**config.mk**
```make
export PLATFORM = sky130hd
export DESIGN_NAME = dsside_serial_path
export DESIGN_NICKNAME = d
export VERILOG_FILES = /design/src/verilog/dsside_pkg.sv /design/src/verilog/dsside_serial_path.sv /design/src/verilog/dsside_word_buffer.sv
export SDC_FILE = /design/constraint.sdc
export NUM_CORES = 1
export LEC_CHECK = 0
export BUFFER_PORTS_ARGS = -buffer_cell sky130_fd_sc_hd__buf_2
export CAP_MARGIN = 20
export CORE_MARGIN = 4
export CORE_UTILIZATION = 40
export CTS_CLUSTER_SIZE = 10
export DETAILED_ROUTE_END_ITERATION = 10
export GPL_TIMING_DRIVEN = 1
export SLEW_MARGIN = 0
export SYNTH_ARGS = -nofsm -noshare
export SYNTH_HDL_FRONTEND = slang
export SYNTH_SLANG_ARGS = --single-unit
```
**constraint.sdc**
```tcl
create_clock -name core_clk -period 3.85 [get_ports core_clk]
set_input_delay 0.77 -clock core_clk [delete_from_list [all_inputs] [get_ports core_clk]]
set_output_delay 0.77 -clock core_clk [all_outputs]
set_load 0.005 [all_outputs]
```
**src/verilog/dsside_pkg.sv**
```systemverilog
// constants for the disk serial data path: port map, sync patterns, field sizes
package dsside_pkg;
    localparam logic [15:0] DRIVE_BOARD_STATUS_MAIN = 16'h8000;
    localparam logic [15:0] DRIVE_OPTION_STATUS = 16'h8008;
    localparam logic [15:0] SERIAL_DATA_PORT = 16'h8028;
    localparam logic [15:0] TARGET_ID_HIGH = 16'h8030;
    localparam logic [15:0] TARGET_ID_LOW = 16'h8038;

    localparam int WORD_BITS = 16;
    localparam int ID_BITS = 32;
    localparam int ECC_BITS = 32;
    localparam int BUFFER_DEPTH = 2;

    localparam logic [7:0] SYNC_BYTE = 8'h19;
    localparam logic [7:0] SYNC_BYTE_ALT = 8'hD9;
    // check polynomial taps (plain default, x^32 implied)
    localparam logic [31:0] ECC_POLY = 32'h0000_8005;

    localparam logic [3:0] LAST_BIT = 4'hF;
    localparam logic [5:0] ID_BIT_COUNT = 6'h20;

    // bit positions in the main status word
    localparam int STAT_INDEX = 15;
    localparam int STAT_DRIVE_REQ = 14;
    localparam int STAT_ILLEGAL = 13;
    localparam int STAT_TIMEOUT = 7;
    localparam int STAT_MISMATCH = 6;
    localparam int STAT_BUS_ACK = 5;
    localparam int STAT_DATA_SYNC = 3;

    localparam logic [15:0] WORD_RESET = 16'h0000;
    localparam logic [31:0] ECC_RESET = 32'h0000_0000;
    localparam logic [3:0] COUNT_RESET = 4'h0;

    typedef enum logic [1:0] {
        PHASE_IDLE,
        PHASE_HUNT,
        PHASE_READ,
        PHASE_WRITE
    } dsside_phase_type;
endpackage : dsside_pkg

```
**src/verilog/dsside_serial_path.sv**
```systemverilog
// disk serial data path: word serializer, sync detect, sector id compare, check sum, status
//
// Summary of operation
// - read turns drive bits into 16-bit words; write turns words into bits.
// - word-clock load pulse moves write buffer into shifter; shifted out, retimed by clock A.
// - read bits shift in on clock B; bit-ring pulse latches the word.
// - processor read of the data port puts the read buffer on the bus.
// - sync byte 19H precedes fields; option uses D9H for data fields.
// - during read, active-low sync detect asserts when shifter shows 19H.
// - sync detect plus next clock B edge sets sync found, starting word clock.
// - compared id is flags, cylinder, sector and head, 32 bits.
// - id compare starts on the clock B edge that sets sync found, target shifted out bitwise on clock B.
// - any differing bit drives id mismatch low; match keeps it high.
// - id and check mismatches ORed and latched as status bit 6.
// - writes append a four-byte polynomial check sum to the field.
// - write data gated by delayed strobe; at check time the sum is sent instead.
// - read feeds generator and shifter; at check time difference goes into shifter.
// - zero difference means valid; nonzero difference is the error syndrome.
// - status port read asserts its read decode and drives the status word.
// - status bits C-8, 4 and 2-0 follow expansion bus lines directly; bit 3 ORs its line with the data sync flag.
// - with the option, the D9H data-field sync byte after an address mark sets status bit 3.
`timescale 1ns/1ps
`default_nettype none
module dsside_serial_path
    import dsside_pkg::*;
(
    input wire logic core_clk,
    input wire logic srst,
    input wire logic ce,
    input wire logic [15:0] localAddr,
    input wire logic localRead,
    input wire logic localWrite,
    input wire logic [15:0] boardDataBus,
    output logic [15:0] internalDataBus,
    output logic statusMainReadDecodeN,
    output logic statusOptionReadDecodeN,
    output logic dataPortReadDecodeN,
    input wire logic writeTransferStrobeN,
    input wire logic writeTransferDelayed,
    input wire logic eccTimeN,
    input wire logic endTime,
    input wire logic readGate,
    input wire logic idField,
    input wire logic addressMarkFound,
    input wire logic altSyncOption,
    input wire logic rwClkA,
    input wire logic rwClkB,
    input wire logic serialReadData,
    input wire logic [4:0] driveStatusLines,
    input wire logic [2:0] optionStatusLines,
    input wire logic [9:0] expansionMainLines,
    input wire logic [4:0] expansionOptionLines,
    output logic serialWriteLine,
    output logic syncByteDetectN,
    output logic syncFound,
    output logic idMismatchN,
    output logic checkMismatchN,
    output logic combinedMismatchN,
    output logic latchedMismatch,
    output logic writeBufferReady,
    output logic readWordReady,
    output logic shiftLoadPulse,
    output logic wordLatchPulse
);
    localparam int PIN_W = 26;

    function automatic logic portHit(input logic [15:0] addr, input logic [15:0] offset);
        portHit = (addr == offset);
    endfunction : portHit

    function automatic logic [31:0] eccStep(input logic [31:0] ecc, input logic bitIn);
        logic fb;
        fb = bitIn ^ ecc[31];
        eccStep = {ecc[30:0], 1'b0} ^ (fb ? ECC_POLY : ECC_RESET);
    endfunction : eccStep

    // pin synchronisers; only pinSync2 and later are read by logic
    logic [PIN_W-1:0] pinSync1;
    logic [PIN_W-1:0] pinSync2;
    logic clkBPrev;
    logic clkAPrev;

    always_ff @(posedge core_clk)
    begin
        if (srst)
        begin
            pinSync1 <= '0;
            pinSync2 <= '0;
            clkBPrev <= 1'b0;
            clkAPrev <= 1'b0;
        end
        else if (ce)
        begin
            pinSync1 <= {rwClkA, rwClkB, serialReadData, driveStatusLines, optionStatusLines,
                         expansionMainLines, expansionOptionLines};
            pinSync2 <= pinSync1;
            clkBPrev <= pinSync2[24];
            clkAPrev <= pinSync2[25];
        end
    end

    logic bitEdge;
    logic aEdge;
    logic rdBit;
    logic [4:0] drvSt;
    logic [2:0] optSt;
    logic [9:0] expMain;
    logic [4:0] expOpt;
    assign bitEdge = pinSync2[24] && !clkBPrev;
    assign aEdge = pinSync2[25] && !clkAPrev;
    assign rdBit = pinSync2[23];
    assign drvSt = pinSync2[22:18];
    assign optSt = pinSync2[17:15];
    assign expMain = pinSync2[14:5];
    assign expOpt = pinSync2[4:0];

    // processor port decode
    logic mainRead;
    logic optionRead;
    logic dataRead;
    logic dataWrite;
    assign mainRead = localRead && portHit(localAddr, DRIVE_BOARD_STATUS_MAIN);
    assign optionRead = localRead && portHit(localAddr, DRIVE_OPTION_STATUS);
    assign dataRead = localRead && portHit(localAddr, SERIAL_DATA_PORT);
    assign dataWrite = localWrite && portHit(localAddr, SERIAL_DATA_PORT);
    assign statusMainReadDecodeN = !mainRead;
    assign statusOptionReadDecodeN = !optionRead;
    assign dataPortReadDecodeN = !dataRead;

    // outgoing word buffer
    logic [15:0] bufWord;
    logic bufValid;
    logic bufPop;

    dsside_word_buffer #(
        .WIDTH(WORD_BITS),
        .DEPTH(BUFFER_DEPTH)
    ) writeBuffer (
        .core_clk(core_clk),
        .srst(srst),
        .ce(ce),
        .inValid(dataWrite && !writeTransferStrobeN),
        .inReady(writeBufferReady),
        .inData(boardDataBus),
        .outValid(bufValid),
        .outReady(bufPop),
        .outData(bufWord)
    );

    // serial state
    dsside_phase_type phase;
    dsside_phase_type next_phase;
    logic [15:0] shiftReg;
    logic [15:0] next_shiftReg;
    logic [3:0] bitCount;
    logic [3:0] next_bitCount;
    logic [31:0] eccReg;
    logic [31:0] next_eccReg;
    logic [31:0] idShift;
    logic [31:0] next_idShift;
    logic [5:0] idBitsLeft;
    logic [5:0] next_idBitsLeft;
    logic idMiss;
    logic next_idMiss;
    logic eccMiss;
    logic next_eccMiss;
    logic txBit;
    logic next_txBit;
    logic next_serialWriteLine;
    logic [15:0] readBuffer;
    logic [15:0] next_readBuffer;
    logic next_readWordReady;
    logic next_latchedMismatch;
    logic dataSyncFlag;
    logic next_dataSyncFlag;
    logic next_shiftLoadPulse;
    logic next_wordLatchPulse;
    logic [15:0] targetHigh;
    logic [15:0] next_targetHigh;
    logic [15:0] targetLow;
    logic [15:0] next_targetLow;
    logic [15:0] next_internalDataBus;

    logic eccTime;
    logic syncHit;
    logic altHit;
    logic syncDetect;
    assign eccTime = !eccTimeN;
    assign syncHit = (shiftReg[7:0] == SYNC_BYTE);
    assign altHit = altSyncOption && addressMarkFound && !idField
                    && (shiftReg[7:0] == SYNC_BYTE_ALT);
    assign syncDetect = (phase == PHASE_HUNT) && (syncHit || altHit);
    assign syncByteDetectN = !syncDetect;
    assign syncFound = (phase == PHASE_READ);
    assign idMismatchN = !idMiss;
    assign checkMismatchN = !eccMiss;
    assign combinedMismatchN = !(idMiss || eccMiss);

    always_comb
    begin
        logic [15:0] word;
        logic [31:0] eccNow;
        logic inBit;
        logic outBit;
        logic takeRead;
        word = WORD_RESET;
        eccNow = eccReg;
        inBit = 1'b0;
        outBit = 1'b0;
        takeRead = 1'b0;
        next_phase = phase;
        next_shiftReg = shiftReg;
        next_bitCount = bitCount;
        next_eccReg = eccReg;
        next_idShift = idShift;
        next_idBitsLeft = idBitsLeft;
        next_idMiss = idMiss;
        next_eccMiss = eccMiss;
        next_txBit = txBit;
        next_readBuffer = readBuffer;
        next_readWordReady = readWordReady && !dataRead;
        next_latchedMismatch = latchedMismatch;
        next_dataSyncFlag = dataSyncFlag;
        next_shiftLoadPulse = 1'b0;
        next_wordLatchPulse = 1'b0;
        bufPop = 1'b0;
        case (phase)
            PHASE_IDLE:
            begin
                next_bitCount = COUNT_RESET;
                if (!writeTransferStrobeN)
                begin
                    next_phase = PHASE_WRITE;
                    next_eccReg = ECC_RESET;
                end
                else if (readGate)
                begin
                    next_phase = PHASE_HUNT;
                end
            end
            PHASE_HUNT:
            begin
                if (!readGate)
                begin
                    next_phase = PHASE_IDLE;
                end
                else if (bitEdge && syncDetect)
                begin
                    next_phase = PHASE_READ;
                    eccNow = ECC_RESET;
                    next_idShift = {targetHigh, targetLow};
                    next_idBitsLeft = idField ? ID_BIT_COUNT : 6'h00;
                    next_idMiss = 1'b0;
                    next_eccMiss = 1'b0;
                    next_bitCount = COUNT_RESET;
                    next_dataSyncFlag = altHit;
                    takeRead = 1'b1;
                end
                else if (bitEdge)
                begin
                    next_shiftReg = {shiftReg[14:0], rdBit};
                end
            end
            PHASE_READ:
            begin
                takeRead = bitEdge;
            end
            PHASE_WRITE:
            begin
                if (bitEdge)
                begin
                    if (bitCount == COUNT_RESET)
                    begin
                        word = bufValid ? bufWord : WORD_RESET;
                        bufPop = bufValid;
                        next_shiftLoadPulse = 1'b1;
                        outBit = word[15];
                        next_shiftReg = {word[14:0], 1'b0};
                    end
                    else
                    begin
                        outBit = shiftReg[15];
                        next_shiftReg = {shiftReg[14:0], 1'b0};
                    end
                    next_bitCount = 4'(bitCount + 1'b1);
                    if (writeTransferDelayed)
                    begin
                        next_txBit = outBit;
                        next_eccReg = eccStep(eccReg, outBit);
                    end
                    else if (eccTime)
                    begin
                        next_txBit = eccReg[31];
                        next_eccReg = {eccReg[30:0], 1'b0};
                    end
                    else
                    begin
                        next_txBit = 1'b0;
                    end
                end
                if (endTime)
                begin
                    next_phase = PHASE_IDLE;
                end
            end
            default:
            begin
                next_phase = PHASE_IDLE;
            end
        endcase

        if (takeRead)
        begin
            if (eccTime)
            begin
                inBit = rdBit ^ eccNow[31];
                next_eccReg = {eccNow[30:0], 1'b0};
                next_eccMiss = next_eccMiss || inBit;
            end
            else
            begin
                inBit = rdBit;
                next_eccReg = eccStep(eccNow, rdBit);
            end
            next_shiftReg = {shiftReg[14:0], inBit};
            if (next_idBitsLeft != 6'h00)
            begin
                next_idMiss = next_idMiss || (rdBit != next_idShift[31]);
                next_idShift = {next_idShift[30:0], 1'b0};
                next_idBitsLeft = 6'(next_idBitsLeft - 1'b1);
            end
            next_bitCount = 4'(next_bitCount + 1'b1);
            if (next_bitCount == COUNT_RESET)
            begin
                next_readBuffer = next_shiftReg;
                next_readWordReady = 1'b1;
                next_wordLatchPulse = 1'b1;
            end
        end
        if (phase == PHASE_READ && endTime)
        begin
            next_phase = PHASE_IDLE;
            next_latchedMismatch = next_idMiss || next_eccMiss;
        end
        next_serialWriteLine = aEdge ? txBit : serialWriteLine;

        next_targetHigh = (localWrite && portHit(localAddr, TARGET_ID_HIGH))
                          ? boardDataBus : targetHigh;
        next_targetLow = (localWrite && portHit(localAddr, TARGET_ID_LOW))
                         ? boardDataBus : targetLow;
        next_internalDataBus = WORD_RESET;
        if (mainRead)
        begin
            next_internalDataBus = {drvSt[4], drvSt[3], drvSt[2], expMain[9:5],
                                    drvSt[1], latchedMismatch, drvSt[0], expMain[4:0]};
            next_internalDataBus[STAT_DATA_SYNC] = expMain[3] || dataSyncFlag;
            next_internalDataBus[STAT_MISMATCH] = latchedMismatch;
        end
        else if (optionRead)
        begin
            next_internalDataBus = {8'h00, optSt, expOpt};
        end
        else if (dataRead)
        begin
            next_internalDataBus = readBuffer;
        end
    end

    always_ff @(posedge core_clk)
    begin
        if (srst)
        begin
            phase <= PHASE_IDLE;
            shiftReg <= WORD_RESET;
            bitCount <= COUNT_RESET;
            eccReg <= ECC_RESET;
            idShift <= ECC_RESET;
            idBitsLeft <= 6'h00;
            idMiss <= 1'b0;
            eccMiss <= 1'b0;
            txBit <= 1'b0;
            serialWriteLine <= 1'b0;
            readBuffer <= WORD_RESET;
            readWordReady <= 1'b0;
            latchedMismatch <= 1'b0;
            dataSyncFlag <= 1'b0;
            shiftLoadPulse <= 1'b0;
            wordLatchPulse <= 1'b0;
            targetHigh <= WORD_RESET;
            targetLow <= WORD_RESET;
            internalDataBus <= WORD_RESET;
        end
        else if (ce)
        begin
            phase <= next_phase;
            shiftReg <= next_shiftReg;
            bitCount <= next_bitCount;
            eccReg <= next_eccReg;
            idShift <= next_idShift;
            idBitsLeft <= next_idBitsLeft;
            idMiss <= next_idMiss;
            eccMiss <= next_eccMiss;
            txBit <= next_txBit;
            serialWriteLine <= next_serialWriteLine;
            readBuffer <= next_readBuffer;
            readWordReady <= next_readWordReady;
            latchedMismatch <= next_latchedMismatch;
            dataSyncFlag <= next_dataSyncFlag;
            shiftLoadPulse <= next_shiftLoadPulse;
            wordLatchPulse <= next_wordLatchPulse;
            targetHigh <= next_targetHigh;
            targetLow <= next_targetLow;
            internalDataBus <= next_internalDataBus;
        end
    end
endmodule : dsside_serial_path
`default_nettype wire

```
**src/verilog/dsside_word_buffer.sv**
```systemverilog
// small word buffer with valid/ready on both sides and registered storage
`timescale 1ns/1ps
`default_nettype none
module dsside_word_buffer
    import dsside_pkg::*;
#(
    parameter int WIDTH = WORD_BITS,
    parameter int DEPTH = BUFFER_DEPTH
)
(
    input wire logic core_clk,
    input wire logic srst,
    input wire logic ce,
    input wire logic inValid,
    output logic inReady,
    input wire logic [WIDTH-1:0] inData,
    output logic outValid,
    input wire logic outReady,
    output logic [WIDTH-1:0] outData
);
    localparam int PW = (DEPTH > 1) ? $clog2(DEPTH) : 1;
    localparam int CW = $clog2(DEPTH + 1);

    logic [WIDTH-1:0] mem [DEPTH];
    logic [PW-1:0] wrPtr;
    logic [PW-1:0] rdPtr;
    logic [CW-1:0] count;
    logic [PW-1:0] next_wrPtr;
    logic [PW-1:0] next_rdPtr;
    logic [CW-1:0] next_count;
    logic push;
    logic pop;

    function automatic logic [PW-1:0] bump(input logic [PW-1:0] p);
        bump = (p == PW'(DEPTH - 1)) ? '0 : PW'(p + 1'b1);
    endfunction : bump

    assign inReady = (count != CW'(DEPTH));
    assign outValid = (count != '0);
    assign outData = mem[rdPtr];
    assign push = inValid && inReady;
    assign pop = outValid && outReady;

    always_comb
    begin
        next_wrPtr = push ? bump(wrPtr) : wrPtr;
        next_rdPtr = pop ? bump(rdPtr) : rdPtr;
        next_count = count;
        if (push && !pop)
        begin
            next_count = CW'(count + 1'b1);
        end
        else if (pop && !push)
        begin
            next_count = CW'(count - 1'b1);
        end
    end

    always_ff @(posedge core_clk)
    begin
        if (srst)
        begin
            wrPtr <= '0;
            rdPtr <= '0;
            count <= '0;
        end
        else if (ce)
        begin
            wrPtr <= next_wrPtr;
            rdPtr <= next_rdPtr;
            count <= next_count;
            if (push)
            begin
                mem[wrPtr] <= inData;
            end
        end
    end
endmodule : dsside_word_buffer
`default_nettype wire

```
==> results.cfg <==
[drt]
drt_iter0_drc = 610
dr.pass1.iters = 5
wl_per_cell_um = 16.4
viasPerCell = 5.32
vias = 8628
drcViolationCount = 0
detail_route.wirelength_um = 26600
postRouteAntennaNets = 0

[grt]
grt_max_degree = 75
grt_pass1_vias = 8110
antenna_found_initial = 2
grt-ovfl-total = 0
grt_pass1_wl_um = 43500
groute.usage.overall = 0.169

[floorplan]
num_io_pins = 101
core_area_um2 = 27100
fp-row-count = 60
start_util = 0.410
dieArea_um2 = 30500
die_height_um = 175
die_x_um = 175

[synth]
yosysUniqueCellTypes = 64
synth_compound_area_frac = 0.129
yosys.area.top_type_share = 0.404
synth_top_family_by_area = simple AND/OR/NAND/NOR gates
syn-cell-area_um2 = 11100
yosys.area_share.adder = 0.0135
ys_seq_elements = 256
synth_xor_area_frac = 0.0110
synthArstFlopShare = 0
avgSynthCellArea_um2 = 9.49
seq_area_frac_synth = 0.490
syn_nets = 1253
ys.flop_type = dfxtp_1
synthCells = 1170
netlist_top_cells_area = dfxtp_1 40%, mux2i_1 14%, edfxtp_1 8.7%
yosysWarnings = 0
yosys.area_share.simple = 0.175
synth_mux_area_frac = 0.140
synth_top_cell_by_area = dfxtp_1
synth_edf_count = 32

[timing]
final_hold_viol_count = 0
max_freq_mhz = 301
fin_crit_ps = 3320
finalSetupViolCount = 0
worst_pin_slew_ps = 961
tns_ps = 0
rsz0062_at_grt = no
fin_skew_ps = 8.61
post-route-period-util = 0.862
report.final.slew_viol_count = 0
relSlewSlack = 0.359

[setup_path]
reg2regPathDepth = 11
rrSetupSlack_ps = 530
end_kind = flop
critical_path_class = flop to flop
required_ps = 4300
start_kind = flop
cp.arrival_ps = 3770
crit_fanout = 15
r2r_end = readBuffer[12]
timing.rr.start = pinSync2[24]

[pwr]
p_leak_nw = 5.15
ir_worst_vdd_mv = 0.336
power.density_nw_per_um2 = 453

[finish]
area_growth_pct = 15.5
nets = 1322
finish.instance_area_um2 = 12800
drive_above_1_share = 0.141

[status]
status = finished clean

[clocking]
cts-hold-fix-buffers = 0
cts_max_path_buffers = 3
clk_pin_slew_ps = 50
clk_latency_ps = 540
numCtsBuffers = 30
cts_sinks = 256
cts_tree = done
cts_resized = 0
post_cts.repair.setup_buffers = 0
htreeDepth = 1
root_buffer = clkbuf_16

[min_path]
holdPathStages = 1
min_path_type = flop to flop
hold_start = idShift[23]
worstHoldEndpoint = idShift[23]

[job]
drv_cap = 0

[place]
dpl_cell_area_um2 = 12000
place_congestion = 0.896
io_buffers = 100
dp_hpwl_um = 17600
==> worst max-delay path by stage <==
stage | start | endpoint | slack, ps | depth (start not counted)
2_1_floorplan | altSyncOption | readBuffer[0] | 500 | 11
3_3_place_gp | addressMarkFound | readBuffer[12] | 330 | 12
3_5_place_dp | addressMarkFound | readBuffer[13] | 230 | 12
4_1_cts | pinSync2[24] | readBuffer[13] | 540 | 11
5_1_grt | pinSync2[24] | readBuffer[11] | 290 | 11
6_report | pinSync2[24] | readBuffer[12] | 530 | 11
==> worst max-delay path: stages (launching register included) <==
cell      delay, ps
dfxtp_1         400
nor2b_1         370
nand2_1         160
o31a_1          330
a21oi_2         290
inv_1           110
ha_1            230
or3_1           410
a211oi_1        240
mux2_2          200
buf_4           270
mux2i_1         230
==> per-layer routing <==
layer  global-route usage  share of wire  up-vias
li1                     -              -     4338
met1                0.250           0.49     4050
met2                0.257           0.44      204
met3               0.0292          0.053       36
met4               0.0426          0.020        0
met5                    0              0        -
==> layout make-up <==
cell class / count / area (µm²)
Fill cell: 2617 / 14300
Inverter: 17 / 63.8
Multi-Input combinational cell: 804 / 5230
Tap cell: 372 / 465
Clock inverter: 1 / 8.76
Timing Repair Buffer: 130 / 772
Sequential cell: 256 / 5450
Clock buffer: 40 / 841
Antenna cell: 2 / 5.00
==> synth_stat cells (3+ instances only) <==
| master | n |
|---|---|
| a21o_1 | 4 |
| ha_1 | 12 |
| nand4_1 | 6 |
| clkbuf_1 | 72 |
| o311a_1 | 16 |
| a221o_1 | 3 |
| buf_2 | 9 |
| nand3_1 | 13 |
| o21ai_0 | 12 |
| dfxtp_1 | 224 |
| nor4_1 | 8 |
| nor3b_1 | 4 |
| nand2b_1 | 3 |
| and4_1 | 3 |
| nor2b_1 | 6 |
| and2_1 | 5 |
| nand3b_1 | 4 |
| nor3_1 | 90 |
| a222oi_1 | 7 |
| nand2_1 | 86 |
| o21ai_1 | 11 |
| a211oi_1 | 15 |
| xor2_1 | 5 |
| o31a_1 | 3 |
| inv_1 | 16 |
| or3_1 | 5 |
| buf_1 | 9 |
| a21oi_1 | 27 |
| edfxtp_1 | 32 |
| a211o_1 | 27 |
| nor2_1 | 190 |
| a221oi_1 | 11 |
| xnor2_1 | 9 |
| mux2i_1 | 151 |
| a22oi_1 | 30 |
| o21a_1 | 5 |
==> power breakdown <==
part | switching [mW] | internal [mW] | total, mW | leakage [nW]
logic | 0.330 | 0.186 | 0.515 | 2.64
clock network | 1.00 | 1.49 | 2.50 | 0.414
registers | 0.0411 | 2.76 | 2.80 | 2.10
==> layout by cell type (no fill, tap or decap), drive strengths merged, types with 6 or more instances in the layout <==
| cell | netlist | routed |
|---|---|---|
| a222oi | 7 | 7 |
| a21oi | 28 | 28 |
| nand3 | 13 | 13 |
| mux2i | 151 | 151 |
| edfxtp | 32 | 32 |
| nor3 | 91 | 91 |
| a211o | 27 | 27 |
| ha | 12 | 12 |
| nor4 | 8 | 8 |
| inv | 16 | 17 |
| nor2 | 190 | 190 |
| a22oi | 30 | 30 |
| clkbuf | 72 | 40 |
| dfxtp | 224 | 224 |
| o311a | 16 | 16 |
| a221oi | 12 | 12 |
| xnor2 | 9 | 9 |
| o21ai | 23 | 23 |
| nand4 | 6 | 6 |
| a211oi | 15 | 15 |
| nor2b | 6 | 6 |
| buf | 21 | 130 |
| nand2 | 87 | 87 |
==> cell families (layout without fill, tap and decap cells) <==
logic type / count (synthesis) / after routing
simple gates: 435 / 435
flops: 256 / 256
other cells: 0 / 2
fa+ha+maj: 12 / 12
mux: 155 / 155
compound gates: 188 / 188
xor+xnor: 14 / 14
buf+inv: 110 / 188
==> state kept, by name (all words and copies together) (netlist names), 2 cells and up, named ones only <==
signal,flops
targetLow,16
bitCount,4
targetHigh,16
shiftReg,16
pinSync2,26
eccReg,32
writeBuffer.count,2
internalDataBus,16
writeBuffer.mem,32
pinSync1,26
idBitsLeft,6
idShift,32
phase,2
readBuffer,16
==> metrics by stage <==
step / setup slack [ps] / total power [mW] / instances / util / hold WS, ps
after floorplan: 501 / 3.19 / 1170 / - / 434
final: 533 / 5.81 / 1622 / 0.473 / 458
after detailed placement: 226 / 3.37 / 1579 / 0.442 / 451
after global routing: 295 / 6.06 / 1621 / 0.473 / 467
after CTS: 540 / 5.90 / 1620 / 0.473 / 445
after global placement: 334 / 3.36 / 1579 / 0.442 / 442
(Power assumes the default switching activity.)
